**src/common/pcr_pkg.sv**
```systemverilog
// How it works
// host shifts data then address, MSB first
// narrow registers use low bits only
// enable low; data sampled on clock rise
// host keeps shift clock high at release
// frame committed on enable rising edge
// only last eleven shifted bits are kept
// divider applied after high, post, low
// host rewrites all three divider registers
// data register loads only with enable high
// readback steps 41 items, then wraps
// scan chain reloads whenever registers change
// readback works only with readback power
// chip power low turns device off
// core power off keeps registers only
// counter pin driven only when enabled
// force load copies registers into counter
// counter source: oscillator or test clock
// six ttl enables plus two polarities
// delay, pump and detector fields layout
// hold: sync low gives low, else keep
// hold: counter pulse low forces high
// new divide loads when counter hits zero
// ratio is (upper+1)*8 plus lower bits
// coarse code adds one to four clocks
// pump code selects 100/400/1600 microamps
// bad address or chip off ignores frame
package pcr_pkg;

    // ----------
    // serial frame
    // ----------
    localparam int       ADDR_W     = 3;
    localparam int       DATA_W     = 8;
    localparam logic [3:0] FRAME_BITS = 4'hb;

    localparam logic [2:0] ADDR_DIV_LOW  = 3'h1;
    localparam logic [2:0] ADDR_DIV_HIGH = 3'h2;
    localparam logic [2:0] ADDR_POST_DIV = 3'h3;
    localparam logic [2:0] ADDR_DELAY    = 3'h4;
    localparam logic [2:0] ADDR_PUMP     = 3'h5;
    localparam logic [2:0] ADDR_POLARITY = 3'h6;
    localparam logic [2:0] ADDR_TEST     = 3'h7;

    // ----------
    // field positions
    // ----------
    localparam int FINE_LSB       = 0;
    localparam int COARSE_LSB     = 5;
    localparam int PUMP_LSB       = 0;
    localparam int PHASE_DET_POLARITY_BIT     = 2;
    localparam int SYNC_IN_POLARITY_BIT   = 0;
    localparam int DELAYED_SYNC_OUT_POLARITY_BIT  = 1;
    localparam int TTL_EN_LSB     = 2;
    localparam int DELAYED_SYNC_TTL_BIT  = 6;
    localparam int OSC_SEL_BIT    = 0;
    localparam int CORE_PWR_BIT   = 1;
    localparam int READ_PWR_BIT   = 2;
    localparam int CNT_OUT_BIT    = 3;
    localparam int DIV_N_BITS     = 3;
    localparam int DIV_CNT_W      = 13;

    // ----------
    // reset values
    // ----------
    localparam logic [7:0] RST_DIV_LOW  = 8'h00;
    localparam logic [3:0] RST_DIV_HIGH = 4'h4;
    localparam logic [1:0] RST_POST     = 2'h0;
    localparam logic [6:0] RST_DELAY    = 7'h00;
    localparam logic [2:0] RST_PUMP     = 3'h4;
    localparam logic [7:0] RST_POLARITY = 8'hff;
    localparam logic [3:0] RST_TEST     = 4'h3;
    localparam logic [12:0] DIV_ROUND   = 13'h0007;

    // ----------
    // pins and scan chain
    // ----------
    localparam int PIN_SCLK    = 0;
    localparam int PIN_SEN_N   = 1;
    localparam int PIN_SERIAL_DATA_IN   = 2;
    localparam int PIN_CS      = 3;
    localparam int PIN_FORCE_COUNTER_LOAD_N_N = 4;
    localparam int PIN_HOLD    = 5;
    localparam int PIN_SYNC    = 6;
    localparam int PIN_OSC     = 7;
    localparam int PIN_TCLK    = 8;
    localparam int PIN_COUNT   = 9;
    localparam logic [8:0] PIN_IDLE = 9'h013;

    localparam int         CHAIN_LEN  = 41;
    localparam int         CHAIN_IDX_W = 6;
    localparam logic [5:0] CHAIN_LAST = 6'h28;
    localparam logic [4:0] CHAIN_FILL = 5'h00;

    typedef logic [CHAIN_LEN-1:0] pcr_chain_type;

endpackage

```
**src/common/pcr_scan_if.sv**
```systemverilog
`timescale 1ns/10ps
interface pcr_scan_if;
    import pcr_pkg::*;
    pcr_chain_type chain;    // live register contents, first item at msb
    logic          step;     // one shift clock pulse taken in read mode
    logic          enable;   // readback powered
    logic          bit_out;  // registered readback bit

    modport ctrl (output chain, output step, output enable, input bit_out);
    modport scan (input chain, input step, input enable, output bit_out);
endinterface

```
**src/hdl/pcr_scan_chain.sv**
```systemverilog
`timescale 1ns/10ps
module pcr_scan_chain
    import pcr_pkg::*;
(
    input  wire logic clock_in,   // system clock
    input  wire logic arst_n_in,  // async reset, active low
    pcr_scan_if.scan  scan_bus    // chain contents and step control
);

    pcr_chain_type          snap_reg;
    pcr_chain_type          snap_next;
    logic [CHAIN_IDX_W-1:0] idx_reg;
    logic [CHAIN_IDX_W-1:0] idx_next;
    logic                   bit_reg;
    logic                   bit_next;
    logic                   changed;

    // ----------
    // scan path
    // ----------
    always_comb begin
        changed   = (scan_bus.chain != snap_reg);
        snap_next = changed ? scan_bus.chain : snap_reg;
        idx_next  = idx_reg;
        bit_next  = bit_reg;
        if (!scan_bus.enable) begin
            idx_next = '0;
            bit_next = 1'b0;
        end else if (scan_bus.step) begin
            // same-cycle change is shown at once
            bit_next = snap_next[CHAIN_LAST - idx_reg];
            idx_next = (idx_reg == CHAIN_LAST) ? '0 : idx_reg + 6'h01;
        end
    end

    always_ff @(posedge clock_in or negedge arst_n_in) begin
        if (!arst_n_in) begin
            snap_reg <= '0;
            idx_reg  <= '0;
            bit_reg  <= 1'b0;
        end else begin
            snap_reg <= snap_next;
            idx_reg  <= idx_next;
            bit_reg  <= bit_next;
        end
    end

    assign scan_bus.bit_out = bit_reg;

endmodule

```
**src/hdl/pcr_ctrl_regs.sv**
```systemverilog
`timescale 1ns/10ps
module pcr_ctrl_regs
    import pcr_pkg::*;
(
    input  wire logic        clock_in,                  // system clock, 50 MHz
    input  wire logic        arst_n_in,                 // async reset, active low
    input  wire logic        shift_clk_in,              // serial shift clock pin
    input  wire logic        serial_frame_enable_n_in,  // serial enable pin, active low
    input  wire logic        serial_data_in,            // serial data pin
    input  wire logic        chip_power_in,             // chip power select, high = on
    input  wire logic        force_counter_load_n_in,   // force counter load, active low
    input  wire logic        phase_hold_in,             // phase detector hold
    input  wire logic        sync_in,                   // sync input level
    input  wire logic        osc_clk_in,                // internal oscillator level
    input  wire logic        test_clk_in,               // external test clock level
    output logic             readback_out,              // serial readback bit
    output logic             counter_out,               // feedback counter pulse
    output logic             delayed_sync_out,          // delayed sync level
    output logic [11:0]      feedback_divide_out,       // applied feedback divide
    output logic [1:0]       post_divider_sel_out,      // applied post divider code
    output logic [4:0]       fine_delay_out,            // fine delay code
    output logic [1:0]       coarse_delay_out,          // coarse delay code
    output logic [1:0]       pump_current_sel_out,      // charge pump current code
    output logic             phase_det_polarity_out,    // phase detector polarity
    output logic [5:0]       ttl_enables_out,           // clk, nclk, clk2, nclk2, delayed_sync, lock-loss
    output logic             core_power_on_out,         // core powered
    output logic             device_on_out              // chip power select seen high
);

    // ----------
    // pin synchronisers
    // ----------
    logic [PIN_COUNT-1:0] pin_raw;
    logic [PIN_COUNT-1:0] meta_reg;
    logic [PIN_COUNT-1:0] mid_reg;
    logic [PIN_COUNT-1:0] last_reg;
    logic [PIN_COUNT-1:0] pin_reg;
    logic [PIN_COUNT-1:0] pin_next;
    logic [PIN_COUNT-1:0] prev_reg;

    assign pin_raw = {test_clk_in, osc_clk_in, sync_in, phase_hold_in, force_counter_load_n_in,
                      chip_power_in, serial_data_in, serial_frame_enable_n_in, shift_clk_in};

    // a level is taken only once the second and third stages agree
    always_comb begin
        pin_next = (mid_reg & last_reg) | (pin_reg & (mid_reg ^ last_reg));
    end

    always_ff @(posedge clock_in or negedge arst_n_in) begin
        if (!arst_n_in) begin
            meta_reg <= PIN_IDLE;
            mid_reg  <= PIN_IDLE;
            last_reg <= PIN_IDLE;
            pin_reg  <= PIN_IDLE;
            prev_reg <= PIN_IDLE;
        end else begin
            meta_reg <= pin_raw;
            mid_reg  <= meta_reg;
            last_reg <= mid_reg;
            pin_reg  <= pin_next;
            prev_reg <= pin_reg;
        end
    end

    logic sclk_rise;
    logic frame_end;
    logic enabled;
    logic chip_on;

    always_comb begin
        enabled   = ~pin_reg[PIN_SEN_N];
        sclk_rise = pin_reg[PIN_SCLK] & ~prev_reg[PIN_SCLK];
        frame_end = pin_reg[PIN_SEN_N] & ~prev_reg[PIN_SEN_N];
        chip_on   = pin_reg[PIN_CS];
    end

    // ----------
    // serial shift register
    // ----------
    logic [10:0] shift_reg;
    logic [10:0] shift_next;
    logic [3:0]  bits_reg;
    logic [3:0]  bits_next;

    always_comb begin
        shift_next = shift_reg;
        bits_next  = bits_reg;
        if (enabled && sclk_rise) begin
            // only the last eleven bits survive
            shift_next = {shift_reg[9:0], pin_reg[PIN_SERIAL_DATA_IN]};
            if (bits_reg != FRAME_BITS) begin
                bits_next = bits_reg + 4'h1;
            end
        end
        if (frame_end) begin
            bits_next = 4'h0;
        end
    end

    always_ff @(posedge clock_in or negedge arst_n_in) begin
        if (!arst_n_in) begin
            shift_reg <= '0;
            bits_reg  <= 4'h0;
        end else begin
            shift_reg <= shift_next;
            bits_reg  <= bits_next;
        end
    end

    // ----------
    // control registers
    // ----------
    logic [7:0]  div_low_reg;
    logic [7:0]  div_low_next;
    logic [3:0]  div_high_reg;
    logic [3:0]  div_high_next;
    logic [1:0]  post_div_reg;
    logic [1:0]  post_div_next;
    logic [6:0]  delay_reg;
    logic [6:0]  delay_next;
    logic [2:0]  pump_reg;
    logic [2:0]  pump_next;
    logic [7:0]  polarity_reg;
    logic [7:0]  polarity_next;
    logic [3:0]  test_reg;
    logic [3:0]  test_next;
    logic [11:0] active_div_reg;
    logic [11:0] active_div_next;
    logic [1:0]  active_post_reg;
    logic [1:0]  active_post_next;
    logic        seen_high_reg;
    logic        seen_high_next;
    logic        seen_post_reg;
    logic        seen_post_next;
    logic [2:0]  frame_addr;
    logic [7:0]  frame_data;
    logic        accept;

    always_comb begin
        frame_addr       = shift_reg[ADDR_W-1:0];
        frame_data       = shift_reg[ADDR_W+DATA_W-1:ADDR_W];
        // short frames and frames while the chip is off change nothing
        accept           = frame_end && (bits_reg == FRAME_BITS) && chip_on;
        div_low_next     = div_low_reg;
        div_high_next    = div_high_reg;
        post_div_next    = post_div_reg;
        delay_next       = delay_reg;
        pump_next        = pump_reg;
        polarity_next    = polarity_reg;
        test_next        = test_reg;
        active_div_next  = active_div_reg;
        active_post_next = active_post_reg;
        seen_high_next   = seen_high_reg;
        seen_post_next   = seen_post_reg;
        if (accept) begin
            case (frame_addr)
                ADDR_DIV_LOW: begin
                    div_low_next = frame_data;
                    if (seen_high_reg && seen_post_reg) begin
                        active_div_next  = {div_high_reg, frame_data};
                        active_post_next = post_div_reg;
                        seen_high_next   = 1'b0;
                        seen_post_next   = 1'b0;
                    end
                end
                ADDR_DIV_HIGH: begin
                    div_high_next  = frame_data[3:0];
                    seen_high_next = 1'b1;
                    seen_post_next = 1'b0;
                end
                ADDR_POST_DIV: begin
                    post_div_next  = frame_data[1:0];
                    seen_post_next = seen_high_reg;
                end
                ADDR_DELAY:    delay_next    = frame_data[6:0];
                ADDR_PUMP:     pump_next     = frame_data[2:0];
                ADDR_POLARITY: polarity_next = frame_data;
                ADDR_TEST:     test_next     = frame_data[3:0];
                default: ;
            endcase
        end
    end

    always_ff @(posedge clock_in or negedge arst_n_in) begin
        if (!arst_n_in) begin
            div_low_reg     <= RST_DIV_LOW;
            div_high_reg    <= RST_DIV_HIGH;
            post_div_reg    <= RST_POST;
            delay_reg       <= RST_DELAY;
            pump_reg        <= RST_PUMP;
            polarity_reg    <= RST_POLARITY;
            test_reg        <= RST_TEST;
            active_div_reg  <= {RST_DIV_HIGH, RST_DIV_LOW};
            active_post_reg <= RST_POST;
            seen_high_reg   <= 1'b0;
            seen_post_reg   <= 1'b0;
        end else begin
            div_low_reg     <= div_low_next;
            div_high_reg    <= div_high_next;
            post_div_reg    <= post_div_next;
            delay_reg       <= delay_next;
            pump_reg        <= pump_next;
            polarity_reg    <= polarity_next;
            test_reg        <= test_next;
            active_div_reg  <= active_div_next;
            active_post_reg <= active_post_next;
            seen_high_reg   <= seen_high_next;
            seen_post_reg   <= seen_post_next;
        end
    end

    // ----------
    // feedback counter
    // ----------
    logic [DIV_CNT_W-1:0] cnt_reg;
    logic [DIV_CNT_W-1:0] cnt_next;
    logic [DIV_CNT_W-1:0] ratio_m1;
    logic [DIV_CNT_W-1:0] force_m1;
    logic                 pulse_reg;
    logic                 pulse_next;
    logic                 src_prev_reg;
    logic                 src_next;
    logic                 src_rise;
    logic                 running;
    logic                 power_on_reg;
    logic                 power_on_next;
    logic                 counter_out_reg;
    logic                 counter_out_next;

    // terminal count is ratio minus one, i.e. upper*8 + 7 + lower
    always_comb begin
        ratio_m1 = {1'b0, active_div_reg[11:DIV_N_BITS], 3'h0} + DIV_ROUND
                   + {10'h000, active_div_reg[DIV_N_BITS-1:0]};
        force_m1 = {1'b0, div_high_reg, div_low_reg[7:DIV_N_BITS], 3'h0} + DIV_ROUND
                   + {10'h000, div_low_reg[DIV_N_BITS-1:0]};
        running  = power_on_reg;
        src_next = test_reg[OSC_SEL_BIT] ? pin_reg[PIN_OSC] : pin_reg[PIN_TCLK];
        src_rise = src_next & ~src_prev_reg;
        cnt_next = cnt_reg;
        if (!running) begin
            cnt_next = cnt_reg;
        end else if (!pin_reg[PIN_FORCE_COUNTER_LOAD_N_N]) begin
            cnt_next = force_m1;
        end else if (src_rise) begin
            if (cnt_reg == '0) begin
                cnt_next = ratio_m1;
            end else begin
                cnt_next = cnt_reg - 13'h0001;
            end
        end
        pulse_next       = running && (cnt_next == '0);
        counter_out_next = pulse_next & test_reg[CNT_OUT_BIT];
        power_on_next    = chip_on & test_reg[CORE_PWR_BIT];
    end

    always_ff @(posedge clock_in or negedge arst_n_in) begin
        if (!arst_n_in) begin
            cnt_reg         <= '0;
            pulse_reg       <= 1'b0;
            src_prev_reg    <= 1'b0;
            power_on_reg    <= 1'b0;
            counter_out_reg <= 1'b0;
        end else begin
            cnt_reg         <= cnt_next;
            pulse_reg       <= pulse_next;
            src_prev_reg    <= src_next;
            power_on_reg    <= power_on_next;
            counter_out_reg <= counter_out_next;
        end
    end

    // ----------
    // delayed sync
    // ----------
    logic [3:0] sync_line_reg;
    logic [3:0] sync_line_next;
    logic       delayed_sync_int_reg;
    logic       delayed_sync_int_next;
    logic       delayed_sync_out_reg;
    logic       delayed_sync_out_next;
    logic       sync_int;
    logic       counter_pulse_n;

    always_comb begin
        sync_int        = pin_reg[PIN_SYNC] ~^ polarity_reg[SYNC_IN_POLARITY_BIT];
        counter_pulse_n = ~pulse_reg;
        sync_line_next  = {sync_line_reg[2:0], sync_int};
        // code 0 taps the first stage, one clock late
        delayed_sync_int_next  = sync_line_reg[delay_reg[COARSE_LSB+1:COARSE_LSB]];
        if (pin_reg[PIN_HOLD]) begin
            if (counter_pulse_n) begin
                delayed_sync_int_next = 1'b1;
            end else if (!sync_int) begin
                delayed_sync_int_next = 1'b0;
            end else begin
                delayed_sync_int_next = delayed_sync_int_reg;
            end
        end
        delayed_sync_out_next = (delayed_sync_int_next ~^ polarity_reg[DELAYED_SYNC_OUT_POLARITY_BIT])
                         & polarity_reg[DELAYED_SYNC_TTL_BIT] & running;
    end

    always_ff @(posedge clock_in or negedge arst_n_in) begin
        if (!arst_n_in) begin
            sync_line_reg <= 4'h0;
            delayed_sync_int_reg <= 1'b0;
            delayed_sync_out_reg <= 1'b0;
        end else begin
            sync_line_reg <= sync_line_next;
            delayed_sync_int_reg <= delayed_sync_int_next;
            delayed_sync_out_reg <= delayed_sync_out_next;
        end
    end

    // ----------
    // readback
    // ----------
    pcr_scan_if scan_bus ();

    assign scan_bus.chain  = {div_low_reg, div_high_reg, post_div_reg, delay_reg, pump_reg,
                              polarity_reg, test_reg[3:1], CHAIN_FILL, test_reg[OSC_SEL_BIT]};
    assign scan_bus.step   = sclk_rise & ~enabled & chip_on;
    assign scan_bus.enable = test_reg[READ_PWR_BIT] & chip_on;

    pcr_scan_chain u_scan (
        .clock_in  (clock_in),
        .arst_n_in (arst_n_in),
        .scan_bus  (scan_bus)
    );

    // ----------
    // outputs
    // ----------
    // pump code 01 passes through unchecked
    assign readback_out           = scan_bus.bit_out;
    assign counter_out            = counter_out_reg;
    assign delayed_sync_out       = delayed_sync_out_reg;
    assign feedback_divide_out    = active_div_reg;
    assign post_divider_sel_out   = active_post_reg;
    assign fine_delay_out         = delay_reg[COARSE_LSB-1:FINE_LSB];
    assign coarse_delay_out       = delay_reg[COARSE_LSB+1:COARSE_LSB];
    assign pump_current_sel_out   = pump_reg[PUMP_LSB+1:PUMP_LSB];
    assign phase_det_polarity_out = pump_reg[PHASE_DET_POLARITY_BIT];
    assign ttl_enables_out        = polarity_reg[7:TTL_EN_LSB];
    assign core_power_on_out      = power_on_reg;
    assign device_on_out          = chip_on;

endmodule

```
**config.mk**
```make
export PLATFORM = sky130hd
export DESIGN_NAME = pcr_ctrl_regs
export DESIGN_NICKNAME = d
export VERILOG_FILES = /design/src/common/pcr_pkg.sv /design/src/common/pcr_scan_if.sv /design/src/hdl/pcr_scan_chain.sv /design/src/hdl/pcr_ctrl_regs.sv
export SDC_FILE = /design/constraint.sdc
export NUM_CORES = 1
export LEC_CHECK = 0
export ABC_AREA = 1
export CORE_MARGIN = 1
export CORE_UTILIZATION = 60
export DETAILED_ROUTE_END_ITERATION = 10
export DONT_BUFFER_PORTS = 1
export PLACE_DENSITY = 0.73
export RECOVER_POWER = 100
export SYNTH_ARGS = -nofsm -noshare
export SYNTH_HDL_FRONTEND = slang
export SYNTH_SLANG_ARGS = --single-unit
export TNS_END_PERCENT = 30
```
**constraint.sdc**
```tcl
create_clock -name clock_in -period 6.3 [get_ports clock_in]
set_input_delay 0.945 -clock clock_in [delete_from_list [all_inputs] [get_ports clock_in]]
set_output_delay 0.945 -clock clock_in [all_outputs]
set_load 0.1 [all_outputs]
```
* After elaboration in Yosys (flattened, before gate mapping)
Index checks and enable logic that the tools add are counted.
** Cells by class
- $add $sub $neg :: 8
- $lt $le $gt $ge :: 2
- Equal/unequal tests :: 13
- Muxes and demuxes :: 24
- Bitwise operators :: 20
- Reductions and logical operators :: 22
** Operator list (count)
- $mux 13 :: 4
- $mux 41 :: 1
- $ne 41x41->1 :: 1
- $add 12x3->13 const B :: 2
- $add 13x3->13 :: 2
- $logic_not 13->1 :: 2
- $and 9x9->9 :: 2
- $mux 6 :: 3
- $reduce_and 2->1 :: 8
- $sub 13x1->13 const B :: 1
- $eq 3x3->1 const B :: 4
- $mux 4 :: 3
- $and 1x1->1 :: 10
- $mux 1 :: 9
- $or 9x9->9 :: 1
- $reduce_and 3->1 :: 3
- $xor 9x9->9 :: 1
- $lt 6x7->1 const B :: 1
- $add 6x1->6 const B :: 1
- $bmux 1 s6 :: 1
- $eq 3x2->1 const B :: 2
- $eq 6x6->1 const B :: 1
- $reduce_bool 2->1 :: 3
- $sub 6x6->6 const A :: 1
- other kinds (13) :: 22
** Word-level totals
- Flip-flop bits (word level) :: 176
- Input port bits :: 11
- Output and inout bits :: 35

* Longest topological paths before layout
Gate-level depths: netlist (run 1).
- Depth in word-level cells :: 9
- Depth in mapped cells :: 17
- Depth with buffers taken out :: 17

* Cells and area by module
Synthesis (run 1) repeated with hierarchy kept, for this count alone.
** Unflattened totals
- Cells, all modules :: 889
- Area, all modules :: 6961.7 um2
** Modules (own cells, without submodules)
- pcr_ctrl_regs :: instances 1, cells each 718, area an instance 6019.5 um2, sequential area each 3236.9 um2
- pcr_scan_chain :: instances 1, cells each 171, area an instance 942.2 um2, sequential area each 175.2 um2

* Least setup slack after synthesis (run 1)
OpenSTA, ideal clock, no wires.
- Kind :: register -> register
- From :: register active_div_reg[0] (netlist: feedback_divide_out[0])
- To :: register counter_out_reg (netlist: counter_out)
- Arrival time :: 2.433 ns
- Slack :: 3.798 ns
- Cell stages (with the launch flop) :: 18
- Buffers on the path :: 0
- Path through :: dfrtp_1 > inv_1 > ha_1 > a21oi_1 > nand2_1 > nand2_1 > nand2_1 > nand2_1 > nand2_1 > nand2_1 > nand2_1 > nand2_1 > nand2_1 > nor2_1 > nand3_1 > nor2_2 > nand3_2 > nor2_2
** Between the ends
- Cells in the longest elaborated chain, start to end :: 8
** Ends and longest elaborated chain
- start, declared :: RTL line pcr_ctrl_regs.sv:127 : logic [11:0] active_div_reg;
- start signal, assigned :: RTL line pcr_ctrl_regs.sv:193 : active_div_reg <= {RST_DIV_HIGH, RST_DIV_LOW};
- start signal, assigned :: RTL line pcr_ctrl_regs.sv:205 : active_div_reg <= active_div_next;
- $add 13x3->13 :: RTL line pcr_ctrl_regs.sv:233 : + {10'h000, active_div_reg[DIV_N_BITS-1:0]};
- $mux 13 :: RTL line pcr_ctrl_regs.sv:245 : if (cnt_reg == '0) begin
- $mux 13 :: RTL line pcr_ctrl_regs.sv:244 : end else if (src_rise) begin
- $mux 13 :: RTL line pcr_ctrl_regs.sv:242 : end else if (!pin_reg[PIN_FORCE_COUNTER_LOAD_N_N]) begin
- $mux 13 :: RTL line pcr_ctrl_regs.sv:240 : if (!running) begin
- via cnt_next[8] :: RTL line pcr_ctrl_regs.sv:216 : logic [DIV_CNT_W-1:0] cnt_next;
- $logic_not 13->1 :: RTL line pcr_ctrl_regs.sv:251 : pulse_next = running && (cnt_next == '0);
- $logic_and 1x1->1 :: RTL line pcr_ctrl_regs.sv:251
- $and 1x1->1 :: RTL line pcr_ctrl_regs.sv:252 : counter_out_next = pulse_next & test_reg[CNT_OUT_BIT];
- via counter_out_next :: RTL line pcr_ctrl_regs.sv:228 : logic counter_out_next;
- end signal, assigned :: RTL line pcr_ctrl_regs.sv:268 : counter_out_reg <= counter_out_next;
- end, declared :: RTL line pcr_ctrl_regs.sv:227 : logic counter_out_reg;
The timed path passes the listed nets, and every way through them passes these cells.
A chain may end at the register's enable or synchronous reset.

* Final worst setup path (run 1)
- From :: register pin_reg[3]
- To :: register active_div_reg[11] (netlist: feedback_divide_out[11])
** Between the ends
- Cells in the longest elaborated chain, start to end :: 2
** Ends and longest elaborated chain
- start, declared :: RTL line pcr_ctrl_regs.sv:37 : logic [PIN_COUNT-1:0] pin_reg;
- start signal, assigned :: RTL line pcr_ctrl_regs.sv:60 : pin_reg <= pin_next;
- $logic_and 1x1->1 :: RTL line pcr_ctrl_regs.sv:143 : accept = frame_end && (bits_reg == FRAME_BITS) && chip_on;
- $reduce_and 3->1 (no source line)
Every way passes these cells.

==> flow_metrics.tcl, run 1 <==
set metrics [dict create \
    status "complete, but fails checks" \
    violations "max-capacitance violations, max-slew violations" \
    worstMarginPinSlew_ps 1800 \
    dpl.cell_count 906 \
    ys_top_cells_by_count "nand2_1 (235), dfrtp_1 (108), inv_1 (95), o21ai_0 (73), nor2_1 (48)" \
    vias 5364 \
    setup_viol 0 \
    max_slew_margin_pct -19.8 \
    rr_worst_depth 7 \
    grt_max_degree 136 \
    post_cts_buffers 0 \
    path_cells "nand3_1 -> nor2_1 -> nand2_1 -> nor2_1 -> inv_1 -> nand2_1 -> o21ai_0" \
    setup_tns_ps 0 \
    ys.warnings.count 0 \
    avgSynthCellArea_um2 8.30 \
    async_flop_share_pct 100 \
    clock_latency_ps 520 \
    synth_fa_ha_area_share_pct 2.85 \
    grt_pass1_wl_um 26300 \
    cp_num_buf_inv 1 \
    fmax_ghz 0.276 \
    drive_above_1_share_pct 6.74 \
    overflow 0 \
    cts_buffer_depth 2 \
    die_y_um 107 \
    ys_types 39 \
    critPathLaunch "pin_reg[3]$_DFF_PN0_" \
    clkSlewWorstSetupHoldPaths_ps 60 \
    dr.pass1.iters 7 \
    endpoint_kind "flip-flop" \
    area_growth_pct 9.22 \
    yosysSeqAreaShare_pct 51.8 \
    max-vdd-ir-drop_v 0.000226 \
    fin_util_pct 68.5 \
    required_ps 6690 \
    io_pins 46 \
    first_global_vias 5230 \
    fin_crit_ps 3630 \
    synth_xor_area_share_pct 2.66 \
    cts_resized 0 \
    largest_register_ffs 13 \
    crit_fanout 19 \
    synth-simple-area-share_pct 21.9 \
    final_max_slew_viol_count 16 \
    synth_seq_cells 135 \
    critPathMaxStageDelay_ps 1050 \
    synth_top_area_share_pct 41.0 \
    yosysTopAreaCell "dfrtp_1" \
    cts-hold-fix-buffers 0 \
    synth_most_common_cell "nand2_1" \
    row_count 37 \
    arrival_ps 4020 \
    rrSetupSlack_ps 2670 \
    start_util_pct 62.7 \
    cts_max_level 4 \
    dieArea_um2 11400 \
    synth_edf_count 0 \
    synthFlopType "dfrtp_1" \
    cts_tree "built" \
    fp.dieW_um 107 \
    routed_via_density 5.72 \
    rsz0062_at_grt "no" \
    drt-total-wl_um 15900 \
    cts.sinks 135 \
    n_antenna_cell 0 \
    coreArea_um2 10500 \
    synth_compound_area_share_pct 13.1 \
    syn_nets 820 \
    hold_viol 0 \
    synth_top_family_by_area "simple AND/OR/NAND/NOR gates" \
    portBuffers 0 \
    r2r-end "feedback_divide_out[11]$_DFFE_PN0P_" \
    r2r-start "pin_reg[3]$_DFF_PN0_" \
    crit_path_start_kind "flip-flop" \
    critical_path.top_delay_family "simple AND/OR/NAND/NOR gates" \
    maxCapViolCount 1 \
    min_path_type "primary input to asynchronous set/reset pin" \
    leakagePower_nw 3.46 \
    synth_area_leaders "dfrtp_1 (41%), nand2_1 (13%), dfstp_2 (11%)" \
    wire_per_inst_um 17.0 \
    cts-root-buf "clkbuf_8" \
    path_class "flip-flop to flip-flop" \
    drc 0 \
    muxShareOfSynthArea_pct 0.152 \
    nets 815 \
    stdcell_count 937 \
    place_congestion 0.951 \
    endpoint "feedback_divide_out[11]$_DFFE_PN0P_" \
    syn-cell-area_um2 6590 \
    clock_skew_ps 7.47 \
    grt_usage_pct 30.5 \
    antenna_found_initial 0 \
    ant_nets 0 \
    drt_iter0_markers 505 \
    netlist_instances 794 \
    hpwlAfterDp_um 11100 \
    period_share_pct 57.6 \
    cts_buffers 17 \
    crit_slowest_cell "dfrtp_1" \
    worst-path-stages 7 \
    power.density_nw_per_um2 290 \
]
==> per-layer routing <==
layer / up-vias / part of all wire [%] / track usage, %
met5: - / 0 / 0
met4: 0 / 3.1 / 14.0
met3: 38 / 5.9 / 5.84
met2: 221 / 48 / 50.7
met1: 2554 / 43 / 38.7
li1: 2551 / - / -
==> worst min-delay path by stage <==
| stage | slack [ps] | cells after the start | to |
|---|---|---|---|
| 4_1_cts | 100 | 0 | post_divider_sel_out[1]$_DFFE_PN0P_ |
| 3_5_place_dp | 340 | 0 | mid_reg[8]$_DFF_PN0_ |
| 5_1_grt | 90 | 0 | pin_reg[2]$_DFF_PN0_ |
| 2_1_floorplan | 330 | 0 | mid_reg[2]$_DFF_PN0_ |
| 3_3_place_gp | 330 | 0 | mid_reg[8]$_DFF_PN0_ |
| 6_report | 110 | 0 | shift_reg[4]$_DFFE_PN0P_ |
==> metrics by stage <==
step                      area, um2  total power [W]  setup WS, ps  hold WS (ps)
after global routing           7200          0.00216          2330          92.3
after floorplan                6590          0.00106          3800           331
after global placement         6640          0.00111          3580           333
after detailed placement       6640          0.00112          3530           339
after CTS                      7230          0.00210          3520          97.8
final                          7200          0.00209          2670           113
==> power breakdown <==
part           switching, W  internal, W
sequential        0.0000504     0.000924
combinational     0.0000993    0.0000306
clock              0.000380     0.000607
==> final cells by class <==
class	count	area, um2
multi-input cells	535	2650
repair buffers	1	3.75
inverters	99	372
fillers	844	3310
flip-flops and latches	135	3410
clock buffers	18	418
well taps	136	170
clock inverters	13	171
==> cell usage in the layout, fill, tap and decap left out, types with 14 or more instances in the layout <==
| cell type | n |
|---|---|
| a21oi_1 | 32 |
| clkbuf_16 | 16 |
| dfrtp_1 | 108 |
| dfstp_1 | 14 |
| ha_1 | 15 |
| inv_1 | 97 |
| nand2_1 | 236 |
| nand3_1 | 33 |
| nor2_1 | 50 |
| o21ai_0 | 78 |
| xor2_1 | 14 |
==> cell families after synthesis <==
family | after synthesis
simple gates | 347
buf+inv | 124
mux | 1
compound gates | 152
xor+xnor | 20
flops | 135
fa+ha+maj | 15
Note: power is estimated with default switching activity, not from simulation.
==> inputs of run 2 (changes only) <==
--- a/config.mk
+++ b/config.mk
@@ -7,10 +7,10 @@
 export LEC_CHECK = 0
 export ABC_AREA = 1
 export CORE_MARGIN = 1
-export CORE_UTILIZATION = 60
+export CORE_UTILIZATION = 56
 export DETAILED_ROUTE_END_ITERATION = 10
 export DONT_BUFFER_PORTS = 1
-export PLACE_DENSITY = 0.73
+export PLACE_DENSITY = 0.71
 export RECOVER_POWER = 100
 export SYNTH_ARGS = -nofsm -noshare
 export SYNTH_HDL_FRONTEND = slang
==> constraint.sdc (replaced) <==
create_clock -name clock_in -period 3.16 [get_ports clock_in]
set_input_delay 0.474 -clock clock_in [delete_from_list [all_inputs] [get_ports clock_in]]
set_output_delay 0.474 -clock clock_in [all_outputs]
set_load 0.1 [all_outputs]
==> flow_metrics.tcl, run 2 (same netlist as run 1, synthesis figures left out) <==
set metrics [dict create \
    finalInstanceArea_um2 7370 \
    n_antenna_cell 0 \
    drive_above_1_share_pct 7.38 \
    grt_usage_pct 27.2 \
    first_global_vias 5230 \
    place_congestion 0.894 \
    setup_tns_ps 0 \
    clock_skew_ps 5.57 \
    largest_register_ffs 13 \
    status "complete, but fails checks" \
    fp.dieW_um 111 \
    final_cell_mix "nand2_1 (236), dfrtp_1 (108), inv_1 (97), o21ai_0 (79), nor2_1 (48)" \
    crit_slowest_cell "dfstp_1" \
    critPathLaunch "test_reg[0]$_DFFE_PN1P_" \
    violations "negative hold slack" \
    nets 839 \
    fin_ws_ps 552 \
    period_share_pct 82.5 \
    regArea_um2 3410 \
    multi_input_area_um2 2670 \
    rrSetupSlack_ps 550 \
    routed_via_density 5.42 \
    grt_max_degree 136 \
    dp_slack_ps 679 \
    clkSlewWorstSetupHoldPaths_ps 60 \
    top_usage_layer "met2" \
    cts_buffers 17 \
    area_growth_pct 11.8 \
    rsz0062_at_grt "no" \
    pwr-share-comb_pct 6.4 \
    final_max_slew_viol_count 0 \
    cts_buffer_depth 2 \
    r2r-start "test_reg[0]$_DFFE_PN1P_" \
    io_pins 46 \
    use_met3_pct 6.37 \
    rr_worst_depth 12 \
    cts-root-buf "clkbuf_16" \
    drt-total-wl_um 15500 \
    coreArea_um2 11500 \
    die_y_um 111 \
    grt_pass1_wl_um 25800 \
    overflow 0 \
    hold_viol 123 \
    p_sw_w 0.000999 \
    required_ps 3510 \
    vias 5253 \
    ant_nets 0 \
    n_fill_cell 977 \
    leakagePower_nw 3.52 \
    seq_power_share_pct 45.5 \
    row_count 39 \
    path_class "flip-flop to flip-flop" \
    antenna_found_initial 0 \
    setup_viol 0 \
    fin_util_pct 64.3 \
    endpoint_kind "flip-flop" \
    drt_iter0_markers 416 \
    crit_fanout 15 \
    placed_area_um2 6830 \
    crit_top_cell "nand2_1" \
    hold_slack_ps -248 \
    drc 0 \
    arrival_ps 2960 \
    p_clk_share_pct 48.1 \
    worstMarginPinSlew_ps 1430 \
    cts_tree "built" \
    path_cells "o21ai_0 -> nor2_4 -> inv_1 -> a21oi_1 -> nand2_1 -> nand2_1 -> nand2_1 -> nor2_1 -> nand3_1 -> nor2_2 -> nand3_1 -> nor2_2" \
    netSwitchingFraction_pct 23.6 \
    cts_resized 0 \
    clock_latency_ps 420 \
    cts.sinks 135 \
    portBuffers 0 \
    power.density_nw_per_um2 574 \
    final_common_cell "nand2_1" \
    min_path_type "primary input to asynchronous set/reset pin" \
    global_route.usage.met2_pct 44.5 \
    fmax_ghz 0.383 \
    r2r-end "counter_out$_DFF_PN0_" \
    crit_path_start_kind "flip-flop" \
    wire_per_inst_um 16.0 \
    maxCapViolCount 0 \
    hpwlAfterDp_um 11300 \
    intPower_w 0.00323 \
    dieArea_um2 12200 \
    dr.pass1.iters 5 \
    fin_crit_ps 2610 \
    max-vdd-ir-drop_v 0.000501 \
    start_util_pct 57.5 \
    global_route.usage.met1_pct 34.7 \
    max_slew_margin_pct 4.70 \
    critPathMaxStageDelay_ps 590 \
    cts_max_level 4 \
]
## run 2: changes by cell type in the layout (fill, tap and decap cells not counted), moves of 2 or more
cell and delta:
buf_4 +5, clkbuf_1 +19, clkbuf_8 +3, clkinv_4 -2
nor2_1 -2, nor2_4 +2
## run 2: layout make-up
| type | instances | area share, % |
|---|---|---|
| Sequential cell | 135 | 46.3 |
| Clock inverter | 10 | 1.90 |
| Timing Repair Buffer | 25 | 1.53 |
| Inverter | 99 | 5.04 |
| Multi-Input combinational cell | 535 | 36.2 |
| Tap cell | 143 | 2.43 |
| Clock buffer | 22 | 6.57 |
## run 2: layer usage
metal / wire (um) / part of all wire (%)
met4: 432 / 2.8
met1: 6970 / 45
met3: 687 / 4.4
met5: 0 / 0
met2: 7410 / 48
## run 2: how the worst max path moves through the flow
stage	endpoint	slack, ps	depth (start not counted)
2_1_floorplan	counter_out$_DFF_PN0_	660	17
3_3_place_gp	u_scan.scan_bus.bit_out$_DFFE_PN0P_	810	10
3_5_place_dp	u_scan.scan_bus.bit_out$_DFFE_PN0P_	680	10
4_1_cts	u_scan.scan_bus.bit_out$_DFFE_PN0P_	660	10
5_1_grt	feedback_divide_out[5]$_DFFE_PN0P_	220	9
6_report	counter_out$_DFF_PN0_	550	12
## run 2: what timing repair did
action | CTS | global route
setup endpoints to repair | 0 | 0
endpoints found under the hold margin | 135 | 135
buffers inserted | 0 | 0
## run 2: power groups by stage
stage               clock, W  combinational (W)  sequential, W
floorplan                  0           0.000173        0.00194
global placement           0           0.000262        0.00195
detailed placement         0           0.000273        0.00195
CTS                  0.00207           0.000274        0.00193
global route         0.00214           0.000302        0.00194
finish               0.00204           0.000269        0.00193
## run 2: critical path, delay by kind of cell (launching register included)
kind,cells,cell delay (ps)
buffers and inverters,1,320
and+or+nand+nor,9,1140
AOI/OAI and AO/OA,2,480
DFF,1,590
## run 2: metrics by stage
step,instances,hold slack (ps),total power (W)
floorplan,794,178,0.00211
global route,969,-263,0.00438
global placement,937,182,0.00221
finish,969,-248,0.00423
CTS,969,-262,0.00427
detailed placement,937,181,0.00223
